==> src/common/ppx_map.vh <==
`ifndef PPX_MAP_VH
`define PPX_MAP_VH
// ----------------------------------------
// register indices (byte address = index * 4)
// ----------------------------------------
`define IDX_DATA 11'h000
`define IDX_PORT_CTRL 11'h002
`define IDX_QUEUE 11'h400
`define IDX_CONFIG_A 11'h400
`define IDX_CONFIG_B 11'h401
`define IDX_EXT_CTRL 11'h402
`define IDX_IRQ_STATUS 11'h403
`define IDX_IRQ_CLEAR 11'h404
`define IDX_IRQ_ENABLE 11'h405
// ----------------------------------------
// extended control field positions and modes
// ----------------------------------------
`define ECR_MODE_HI 7
`define ECR_MODE_LO 5
`define ECR_FAULT_DIS 4
`define ECR_XFER_EN 3
`define ECR_SERVICE 2
`define ECR_FULL 1
`define ECR_EMPTY 0
`define ECR_RESET 5'h14
`define MODE_STANDARD 3'h0
`define MODE_BIDIR 3'h1
`define MODE_FIFO 3'h2
`define MODE_EXTENDED 3'h3
`define MODE_ENHANCED 3'h4
`define MODE_RESERVED 3'h5
`define MODE_TEST 3'h6
`define MODE_CONFIG 3'h7
`define PORT_CTRL_DIR 5
`define CONFIG_A_VALUE 8'h10
`define CONFIG_B_IRQ_SEL 3'h0
// ----------------------------------------
// interrupt status bits
// ----------------------------------------
`define IRQ_BITS 2
`define IRQ_FAULT 0
`define IRQ_DRAINED 1
// ----------------------------------------
// queue and timing
// ----------------------------------------
`define QUEUE_DEPTH 16
`define QUEUE_AW 4
`define CLK_MHZ 40
`define STROBE_NS 500
`define STROBE_CYC ((`STROBE_NS * `CLK_MHZ + 999) / 1000)
`endif

==> src/byte_queue.v <==
`timescale 1ns/1ps
`include "ppx_map.vh"
module byte_queue (
  input wire clk,
  input wire rst_n,
  input wire clear,
  input wire push,
  input wire [8:0] push_data,
  input wire pop,
  output wire [8:0] pop_data,
  output wire full,
  output wire empty,
  output reg [`QUEUE_AW:0] count
);
  // each entry: bit 8 marks an address/command byte, bits 7:0 the byte
  reg [8:0] mem [0:`QUEUE_DEPTH-1];
  reg [`QUEUE_AW-1:0] wr_ptr;
  reg [`QUEUE_AW-1:0] rd_ptr;
  wire do_push = push & ~full;
  wire do_pop = pop & ~empty;

  assign full = (count == `QUEUE_DEPTH);
  assign empty = (count == {(`QUEUE_AW+1){1'b0}});
  assign pop_data = mem[rd_ptr];

  always @(posedge clk) begin
    if (do_push) begin
      mem[wr_ptr] <= push_data;
    end
  end

  always @(posedge clk or negedge rst_n) begin
    if (!rst_n) begin
      wr_ptr <= {`QUEUE_AW{1'b0}};
      rd_ptr <= {`QUEUE_AW{1'b0}};
      count <= {(`QUEUE_AW+1){1'b0}};
    end else if (clear) begin
      wr_ptr <= {`QUEUE_AW{1'b0}};
      rd_ptr <= {`QUEUE_AW{1'b0}};
      count <= {(`QUEUE_AW+1){1'b0}};
    end else begin
      if (do_push) begin
        wr_ptr <= wr_ptr + 1'b1;
      end
      if (do_pop) begin
        rd_ptr <= rd_ptr + 1'b1;
      end
      if (do_push & ~do_pop) begin
        count <= count + 1'b1;
      end else if (do_pop & ~do_push) begin
        count <= count - 1'b1;
      end
    end
  end
endmodule // byte_queue

==> src/port_extended_control.v <==
`timescale 1ns/1ps
`include "ppx_map.vh"
module port_extended_control (
  input wire pclk,
  input wire presetn,
  input wire psel,
  input wire penable,
  input wire pwrite,
  input wire [12:0] paddr,
  input wire [31:0] pwdata,
  output reg [31:0] prdata,
  output reg pready,
  output reg pslverr,
  input wire [7:0] pd_in,
  output reg [7:0] pd_out,
  output reg pd_oe,
  output reg strobe_n,
  output reg host_ack,
  input wire busy,
  input wire ack_n,
  input wire peripheral_error_n,
  output wire dma_req,
  input wire dma_ack,
  input wire [7:0] dma_wdata,
  output reg [7:0] dma_rdata,
  output wire enhanced_port_active,
  output wire irq
);
  // ----------------------------------------
  // states
  // ----------------------------------------
  localparam ST_IDLE = 6'b000001;
  localparam ST_SETUP = 6'b000010;
  localparam ST_STROBE = 6'b000100;
  localparam ST_HOLD = 6'b001000;
  localparam ST_RECV = 6'b010000;
  localparam ST_RACK = 6'b100000;
  localparam integer STROBE_FULL = `STROBE_CYC;
  localparam [7:0] STROBE_CYC = STROBE_FULL[7:0];
  localparam [4:0] ECR_INIT = `ECR_RESET;
  // ----------------------------------------
  // registers and decode
  // ----------------------------------------
  reg [2:0] mode;
  reg fault_irq_disable;
  reg transfer_request_enable;
  reg service_bit;
  reg [7:0] data_reg;
  reg direction;
  reg [`IRQ_BITS-1:0] irq_status;
  reg [`IRQ_BITS-1:0] irq_enable;
  reg [5:0] state;
  reg [7:0] cnt;
  reg fault_q;
  reg [7:0] next_prdata;
  reg next_slverr;
  wire [10:0] idx = paddr[12:2];
  wire access = psel & penable & ~pready;
  wire commit = psel & penable & pready;
  wire wr = commit & pwrite;
  wire rd = commit & ~pwrite;
  wire m_std = (mode == `MODE_STANDARD);
  wire m_fifo = (mode == `MODE_FIFO);
  wire m_ext = (mode == `MODE_EXTENDED);
  wire m_test = (mode == `MODE_TEST);
  wire m_cfg = (mode == `MODE_CONFIG);
  wire m_bidir = (mode == `MODE_BIDIR);
  // queue reachable from software in these modes; config mode takes index 400h over
  wire queue_mapped = m_fifo | m_ext | m_test;
  wire tx_mode = m_fifo | (m_ext & ~direction);
  wire rx_mode = m_ext & direction;
  wire drain_side = rx_mode | (m_test & direction);
  assign enhanced_port_active = (mode == `MODE_ENHANCED);
  // ----------------------------------------
  // byte queue
  // ----------------------------------------
  wire q_full;
  wire q_empty;
  wire [4:0] q_count;
  wire [8:0] q_head;
  wire tx_start = (state == ST_IDLE) & tx_mode & ~q_empty & ~busy;
  wire rx_take = (state == ST_RECV) & ~ack_n;
  wire sw_push = wr & queue_mapped & (idx == `IDX_QUEUE);
  // writes to the data index in forward extended mode go in as address bytes
  wire addr_push = wr & m_ext & ~direction & (idx == `IDX_DATA);
  wire sw_pop = rd & queue_mapped & (idx == `IDX_QUEUE) & (m_test | rx_mode);
  // requests drop while software is on the bus so the two never collide
  wire dma_allowed = transfer_request_enable & ~psel;
  assign dma_req = dma_allowed & ((tx_mode & ~q_full) | (drain_side & ~q_empty));
  wire dma_push = dma_ack & dma_req & tx_mode;
  wire dma_pop = dma_ack & dma_req & drain_side;
  wire q_push = sw_push | addr_push | dma_push | rx_take;
  wire q_pop = tx_start | sw_pop | dma_pop;
  wire [8:0] q_in = rx_take ? {1'b0, pd_in} :
                    dma_push ? {1'b0, dma_wdata} :
                    {addr_push, pwdata[7:0]};
  byte_queue byte_queue_inst (
    .clk(pclk),
    .rst_n(presetn),
    .clear(m_std),
    .push(q_push),
    .push_data(q_in),
    .pop(q_pop),
    .pop_data(q_head),
    .full(q_full),
    .empty(q_empty),
    .count(q_count)
  );
  // ----------------------------------------
  // software register writes
  // ----------------------------------------
  always @(posedge pclk or negedge presetn) begin
    if (!presetn) begin
      mode <= `MODE_STANDARD;
      fault_irq_disable <= ECR_INIT[`ECR_FAULT_DIS];
      transfer_request_enable <= ECR_INIT[`ECR_XFER_EN];
      service_bit <= ECR_INIT[`ECR_SERVICE];
      data_reg <= 8'h00;
      direction <= 1'b0;
      irq_enable <= {`IRQ_BITS{1'b0}};
    end else if (wr) begin
      case (idx)
        `IDX_EXT_CTRL: begin
          // reserved code is refused, the previous mode stays
          if (pwdata[`ECR_MODE_HI:`ECR_MODE_LO] != `MODE_RESERVED) begin
            mode <= pwdata[`ECR_MODE_HI:`ECR_MODE_LO];
          end
          fault_irq_disable <= pwdata[`ECR_FAULT_DIS];
          transfer_request_enable <= pwdata[`ECR_XFER_EN];
          service_bit <= pwdata[`ECR_SERVICE];
        end
        `IDX_DATA: begin
          data_reg <= pwdata[7:0];
        end
        `IDX_PORT_CTRL: begin
          direction <= pwdata[`PORT_CTRL_DIR];
        end
        `IDX_IRQ_ENABLE: begin
          irq_enable <= pwdata[`IRQ_BITS-1:0];
        end
        default: begin
        end
      endcase
    end
  end

  // ----------------------------------------
  // read data and bus answer (one wait state)
  // ----------------------------------------
  always @* begin
    next_prdata = 8'h00;
    next_slverr = 1'b0;
    case (idx)
      `IDX_DATA: begin
        next_prdata = m_bidir ? pd_in : data_reg;
      end
      `IDX_PORT_CTRL: begin
        next_prdata = {2'b00, direction, 5'h00};
      end
      `IDX_EXT_CTRL: begin
        next_prdata = {mode, fault_irq_disable, transfer_request_enable, service_bit,
                       q_full, q_empty};
      end
      `IDX_QUEUE: begin
        if (m_cfg) begin
          next_prdata = `CONFIG_A_VALUE;
        end else if (queue_mapped) begin
          next_prdata = q_empty ? 8'h00 : q_head[7:0];
        end else begin
          next_slverr = 1'b1;
        end
      end
      `IDX_CONFIG_B: begin
        if (m_cfg) begin
          next_prdata = {1'b0, irq, `CONFIG_B_IRQ_SEL, 3'h7};
        end else begin
          next_slverr = 1'b1;
        end
      end
      `IDX_IRQ_STATUS: begin
        next_prdata = {{(8-`IRQ_BITS){1'b0}}, irq_status};
      end
      `IDX_IRQ_CLEAR: begin
        next_prdata = 8'h00;
      end
      `IDX_IRQ_ENABLE: begin
        next_prdata = {{(8-`IRQ_BITS){1'b0}}, irq_enable};
      end
      default: begin
        next_slverr = 1'b1;
      end
    endcase
  end

  always @(posedge pclk or negedge presetn) begin
    if (!presetn) begin
      pready <= 1'b0;
      pslverr <= 1'b0;
      prdata <= 32'h00000000;
    end else begin
      pready <= access;
      pslverr <= access & next_slverr;
      if (access & ~pwrite) begin
        prdata <= {24'h000000, next_prdata};
      end
    end
  end

  // ----------------------------------------
  // interrupts
  // ----------------------------------------
  // fault input is active low, so the asserting edge is the falling edge
  wire fault_fall = fault_q & ~peripheral_error_n;
  wire [`IRQ_BITS-1:0] irq_event;
  assign irq_event[`IRQ_FAULT] = fault_fall & m_ext & ~fault_irq_disable;
  assign irq_event[`IRQ_DRAINED] = tx_start & (q_count == 5'd1);
  wire clr_wr = wr & (idx == `IDX_IRQ_CLEAR);

  always @(posedge pclk or negedge presetn) begin
    if (!presetn) begin
      fault_q <= 1'b1;
    end else begin
      fault_q <= peripheral_error_n;
    end
  end

  genvar g;
  generate
    for (g = 0; g < `IRQ_BITS; g = g + 1) begin : g_irq
      // a set in the clearing cycle wins, so no event is lost
      always @(posedge pclk or negedge presetn) begin
        if (!presetn) begin
          irq_status[g] <= 1'b0;
        end else if (irq_event[g]) begin
          irq_status[g] <= 1'b1;
        end else if (clr_wr & pwdata[g]) begin
          irq_status[g] <= 1'b0;
        end
      end
    end
  endgenerate

  assign irq = |(irq_status & irq_enable);

  // ----------------------------------------
  // port handshake
  // ----------------------------------------
  always @(posedge pclk or negedge presetn) begin
    if (!presetn) begin
      state <= ST_IDLE;
      cnt <= 8'h00;
      strobe_n <= 1'b1;
      host_ack <= 1'b1;
      pd_out <= 8'h00;
      pd_oe <= 1'b1;
      dma_rdata <= 8'h00;
    end else begin
      // direction releases the lines in every mode except the standard and FIFO ones
      pd_oe <= m_std | (mode == `MODE_FIFO) | ~direction;
      if (dma_pop) begin
        dma_rdata <= q_head[7:0];
      end
      if (state == ST_IDLE || !(tx_mode || rx_mode)) begin
        pd_out <= data_reg;
      end
      // leaving a transfer mode aborts the handshake; the peripheral sees strobe released
      if (!(tx_mode || rx_mode)) begin
        state <= ST_IDLE;
        strobe_n <= 1'b1;
        host_ack <= 1'b1;
      end else begin
        case (state)
          ST_IDLE: begin
            if (tx_start) begin
              pd_out <= q_head[7:0];
              host_ack <= ~q_head[8];
              state <= ST_SETUP;
            end else if (rx_mode) begin
              host_ack <= 1'b0;
              state <= ST_RECV;
            end
          end
          ST_SETUP: begin
            strobe_n <= 1'b0;
            cnt <= STROBE_CYC - 8'd1;
            state <= ST_STROBE;
          end
          ST_STROBE: begin
            // FIFO handshake uses a timed strobe, extended waits for busy
            if (m_fifo ? (cnt == 8'h00) : busy) begin
              strobe_n <= 1'b1;
              state <= ST_HOLD;
            end else if (cnt != 8'h00) begin
              cnt <= cnt - 8'd1;
            end
          end
          ST_HOLD: begin
            if (!busy) begin
              host_ack <= 1'b1;
              state <= ST_IDLE;
            end
          end
          ST_RECV: begin
            if (!ack_n) begin
              host_ack <= 1'b1;
              state <= ST_RACK;
            end
          end
          ST_RACK: begin
            if (ack_n) begin
              host_ack <= 1'b0;
              state <= ST_IDLE;
            end
          end
          default: begin
            state <= ST_IDLE;
          end
        endcase
      end
    end
  end
endmodule // port_extended_control

==> config.mk <==
export PLATFORM = sky130hd
export DESIGN_NAME = port_extended_control
export DESIGN_NICKNAME = d
export VERILOG_FILES = /design/src/byte_queue.v /design/src/port_extended_control.v
export VERILOG_INCLUDE_DIRS = /design/src /design/src/common
export SDC_FILE = /design/constraint.sdc
export NUM_CORES = 1
export LEC_CHECK = 0
export ABC_AREA = 1
export BUFFER_PORTS_ARGS = -buffer_cell sky130_fd_sc_hd__buf_2
export CORE_ASPECT_RATIO = 1.75
export CORE_MARGIN = 2
export CORE_UTILIZATION = 40
export CTS_CLUSTER_SIZE = 30
export DETAILED_ROUTE_END_ITERATION = 7
export SKIP_CTS_REPAIR_TIMING = 1
export SYNTH_ARGS = -nofsm -noshare
export SYNTH_HDL_FRONTEND = slang
export SYNTH_SLANG_ARGS = --single-unit
==> constraint.sdc <==
create_clock -name pclk -period 3.3 [get_ports pclk]
set_input_delay 0.165 -clock pclk [delete_from_list [all_inputs] [get_ports pclk]]
set_output_delay 0.165 -clock pclk [all_outputs]
set_load 0.01 [all_outputs]
==> impl_metrics.yaml <==
synthesis:
  ys_warn_count: 0
  netlist_instances: 1127
  synth-edff-count: 144
  ys_ff_latch: 220
  synth.distinct_cells: 46
  async_reset_ff_share_pct: 34.5
  synth_ff_type: "edfxtp_1"
  avgSynthCellArea_sq_um: 9.43
  synth_area_sq_mm: 0.0106
  synth-seq-area-share_pct: 58.7
power_and_ir_drop:
  power.density_mw_per_mm2: 440
  leakagePower_nw: 5.19
  power.total_mw: 5.33
  internal_power_mw: 4.25
  switching_power_mw: 1.08
  swShare_pct: 20.2
  combPwrFrac_pct: 2.5
  ir_drop_mv: 0.420
  clockPowerShare_pct: 42.3
  pwr-share-seq_pct: 55.2
placed_design:
  dp_cells: 1519
  gp_congestion: 0.958
  postPlaceCellArea_sq_mm: 0.0114
  place_ws_ns: 0.578
  dp_hpwl_mm: 20.7
  io_buffers: 75
final_layout:
  final_area_sq_mm: 0.0121
  nets: 1311
  drive_above_1_share_pct: 14.2
  synthToLayoutAreaGrowth_pct: 14.0
  registers.top_by_ff_count: "byte_queue_inst.mem"
  largest_register_ffs: 144
  antenna_cells: 0
  final_cells: 1562
die:
  fp.dieH_um: 220
  ios: 126
  rows: 78
  initial_core_util_pct: 40.8
  die_area_sq_mm: 0.0279
  die_width_um: 127
  coreArea_sq_mm: 0.0261
worst_setup_path:
  start_kind: "flip-flop"
  crit_type: "reg2reg"
  arrival_ns: 3.15
  r2r_slack_ns: 0.53
  endpoint_kind: "flip-flop"
  cp.required_ns: 3.68
  worstPathMaxFanout: 9
timing:
  hold_viol: 2
  min_period_ns: 2.77
  setup_ws_ns: 0.531
  timing.setup.tns_ns: 0
  maxSlewViolCount: 0
  relSlewSlack_pct: 47.3
  finClkSkew_ns: 0.0110
  holdWs_ns: -0.0133
  rsz0062_at_grt: "false"
  worstMarginPinSlew_ns: 0.786
  timing.fmax_mhz: 361
  fin_crit_sh_pct: 83.9
  setup_viol: 0
clocking:
  htreeDepth: 1
  clock_path_buffers: 3
  path_clk_slew_ns: 0.07
  cts_tree: "done"
  cts_num_sinks: 220
  clock_latency_ns: 0.50
  cts_buffers: 19
  cts-root-buf: "clkbuf_16"
global_route:
  grt_pass1_vias: 8273
  grt_usage_pct: 21.0
  antenna_found_initial: 0
  grt_first_pass_wirelength_mm: 45.0
  grt_remaining_overflow: 0
  grt_max_degree: 79
route:
  avgViaCountPerCell: 5.26
  dr.pass1.iters: 4
  dr.first_iter.drc_count: 478
  wl_mm: 28.7
  num_vias: 8213
  wire_per_inst_um: 18.4
  postRouteAntennaNets: 0
  drc_errors: 0
hold_path:
  worst_hold_path_type: "in2reg"
outcome:
  status: "finished with violations"
  violations: "negative hold slack"
run:
  maxCapViolCount: 0
final cells by class:
type | count | area (sq um)
Clock buffer | 27 | 526
Clock inverter | 7 | 91.3
Fill cell | 2452 | 13900
Inverter | 105 | 394
Multi-Input combinational cell | 763 | 3710
Sequential cell | 220 | 6240
Tap cell | 320 | 400
Timing Repair Buffer | 120 | 751
Yosys cell counts, drive strengths merged, types with 2 or more instances:
| cell type | count | share of area, % |
|---|---|---|
| ha | 12 | 1.4 |
| nand4 | 23 | 1.6 |
| nand3 | 92 | 4.4 |
| o21ai | 99 | 4.8 |
| o31ai | 3 | 0.21 |
| a21oi | 15 | 0.71 |
| clkbuf | 23 | 0.81 |
| o21a | 6 | 0.42 |
| or2 | 8 | 0.47 |
| xor2 | 7 | 0.58 |
| nand2 | 247 | 9.1 |
| inv | 101 | 3.6 |
| dfstp | 7 | 1.7 |
| o211ai | 42 | 3.0 |
| dfrtp | 69 | 16 |
| clkinv | 4 | 0.14 |
| edfxtp | 144 | 41 |
| nor3 | 23 | 1.1 |
| o22ai | 2 | 0.12 |
| nor4 | 3 | 0.18 |
| nor2 | 148 | 5.4 |
| a31oi | 3 | 0.18 |
| buf | 39 | 2.7 |
layer usage:
metal	up-vias	part of all wire, %	global-route usage [%]
met4	0	8.5	16.0
met3	107	4.0	2.31
met2	264	53	38.9
met1	3864	35	21.5
met5	-	0	0
li1	3978	-	-
critical path, cell delays in order (launching register included):
cell     delay (ns)
dfrtp_1        0.55
inv_2          0.08
nor2_4         0.24
nand2_4        0.09
inv_1          0.13
nand2_1        0.15
a21oi_1        0.16
a21oi_1        0.09
nand2_2        0.14
nand2_4        0.08
ha_1           0.29
inv_1          0.13
o21ai_0        0.11
inv_1          0.08
o21ai_0        0.10
o21ai_0        0.16
a21oi_1        0.06
worst paths after layout:
path	end	cells after the start	start
setup / recovery	byte_queue_inst.count[2]$_DFFE_PN0P_	16	mode[1]$_DFFE_PN0P_
hold / removal	mode[2]$_DFFE_PN0P_	3	pwdata[7]
setup reg to reg	byte_queue_inst.count[2]$_DFFE_PN0P_	16	mode[1]$_DFFE_PN0P_
hold reg to reg	strobe_n$_DFFE_PN1P_	2	strobe_n$_DFFE_PN1P_
max in group asynchronous	host_ack$_DFFE_PN1P_	3	presetn
min in group asynchronous	transfer_request_enable$_DFFE_PN0P_	2	presetn
stage by stage:
step	hold slack, ns	util (%)
floorplan	-0.131	-
detailed placement	0.199	43.8
global placement	0.198	43.8
finish	-0.0133	46.5
CTS	-0.337	46.1
global route	0.00729	46.5
layout by cell type (no fill, tap or decap), drive strengths merged:
cell type and count:
a21oi 15, dfstp 7, nand4 23, o311ai 1
o21ai 99, or2 8, o22ai 2, a31oi 3
dlygate4sd3 9, nor3 23, xor2 7, a22oi 1
ha 12, dfrtp 69, conb 24, nand3 92
clkinv 7, nor2 148, mux2 1, nor4 3
o21bai 1, o21a 6, inv 102, and2 1
clkbuf 27, buf 111, nand2 247, clkinvlp 1
edfxtp 144, o211ai 42, bufinv 2, o31ai 3
a22o 1
cell families after synthesis:
kind of cell               share of synthesized area (%)
and+or+nand+nor                                     22.3
DFF                                                 58.7
AOI/OAI and AO/OA                                   9.72
buffers and inverters                               7.20
adders and majority gates                           1.41
xor gates and xnor gates                           0.577
other                                             0.0353
muxes                                              0.106
power groups by stage:
| stage | combinational (mW) | clock [mW] | sequential (mW) |
|---|---|---|---|
| 4_1_cts | 0.127 | 2.32 | 2.94 |
| 6_report | 0.134 | 2.26 | 2.94 |
| 2_1_floorplan | 0.0692 | 0 | 3.00 |
| 3_3_place_gp | 0.126 | 0 | 3.00 |
| 5_1_grt | 0.151 | 2.40 | 2.94 |
| 3_5_place_dp | 0.127 | 0 | 3.00 |
Note: power is estimated with default switching activity, not from simulation.
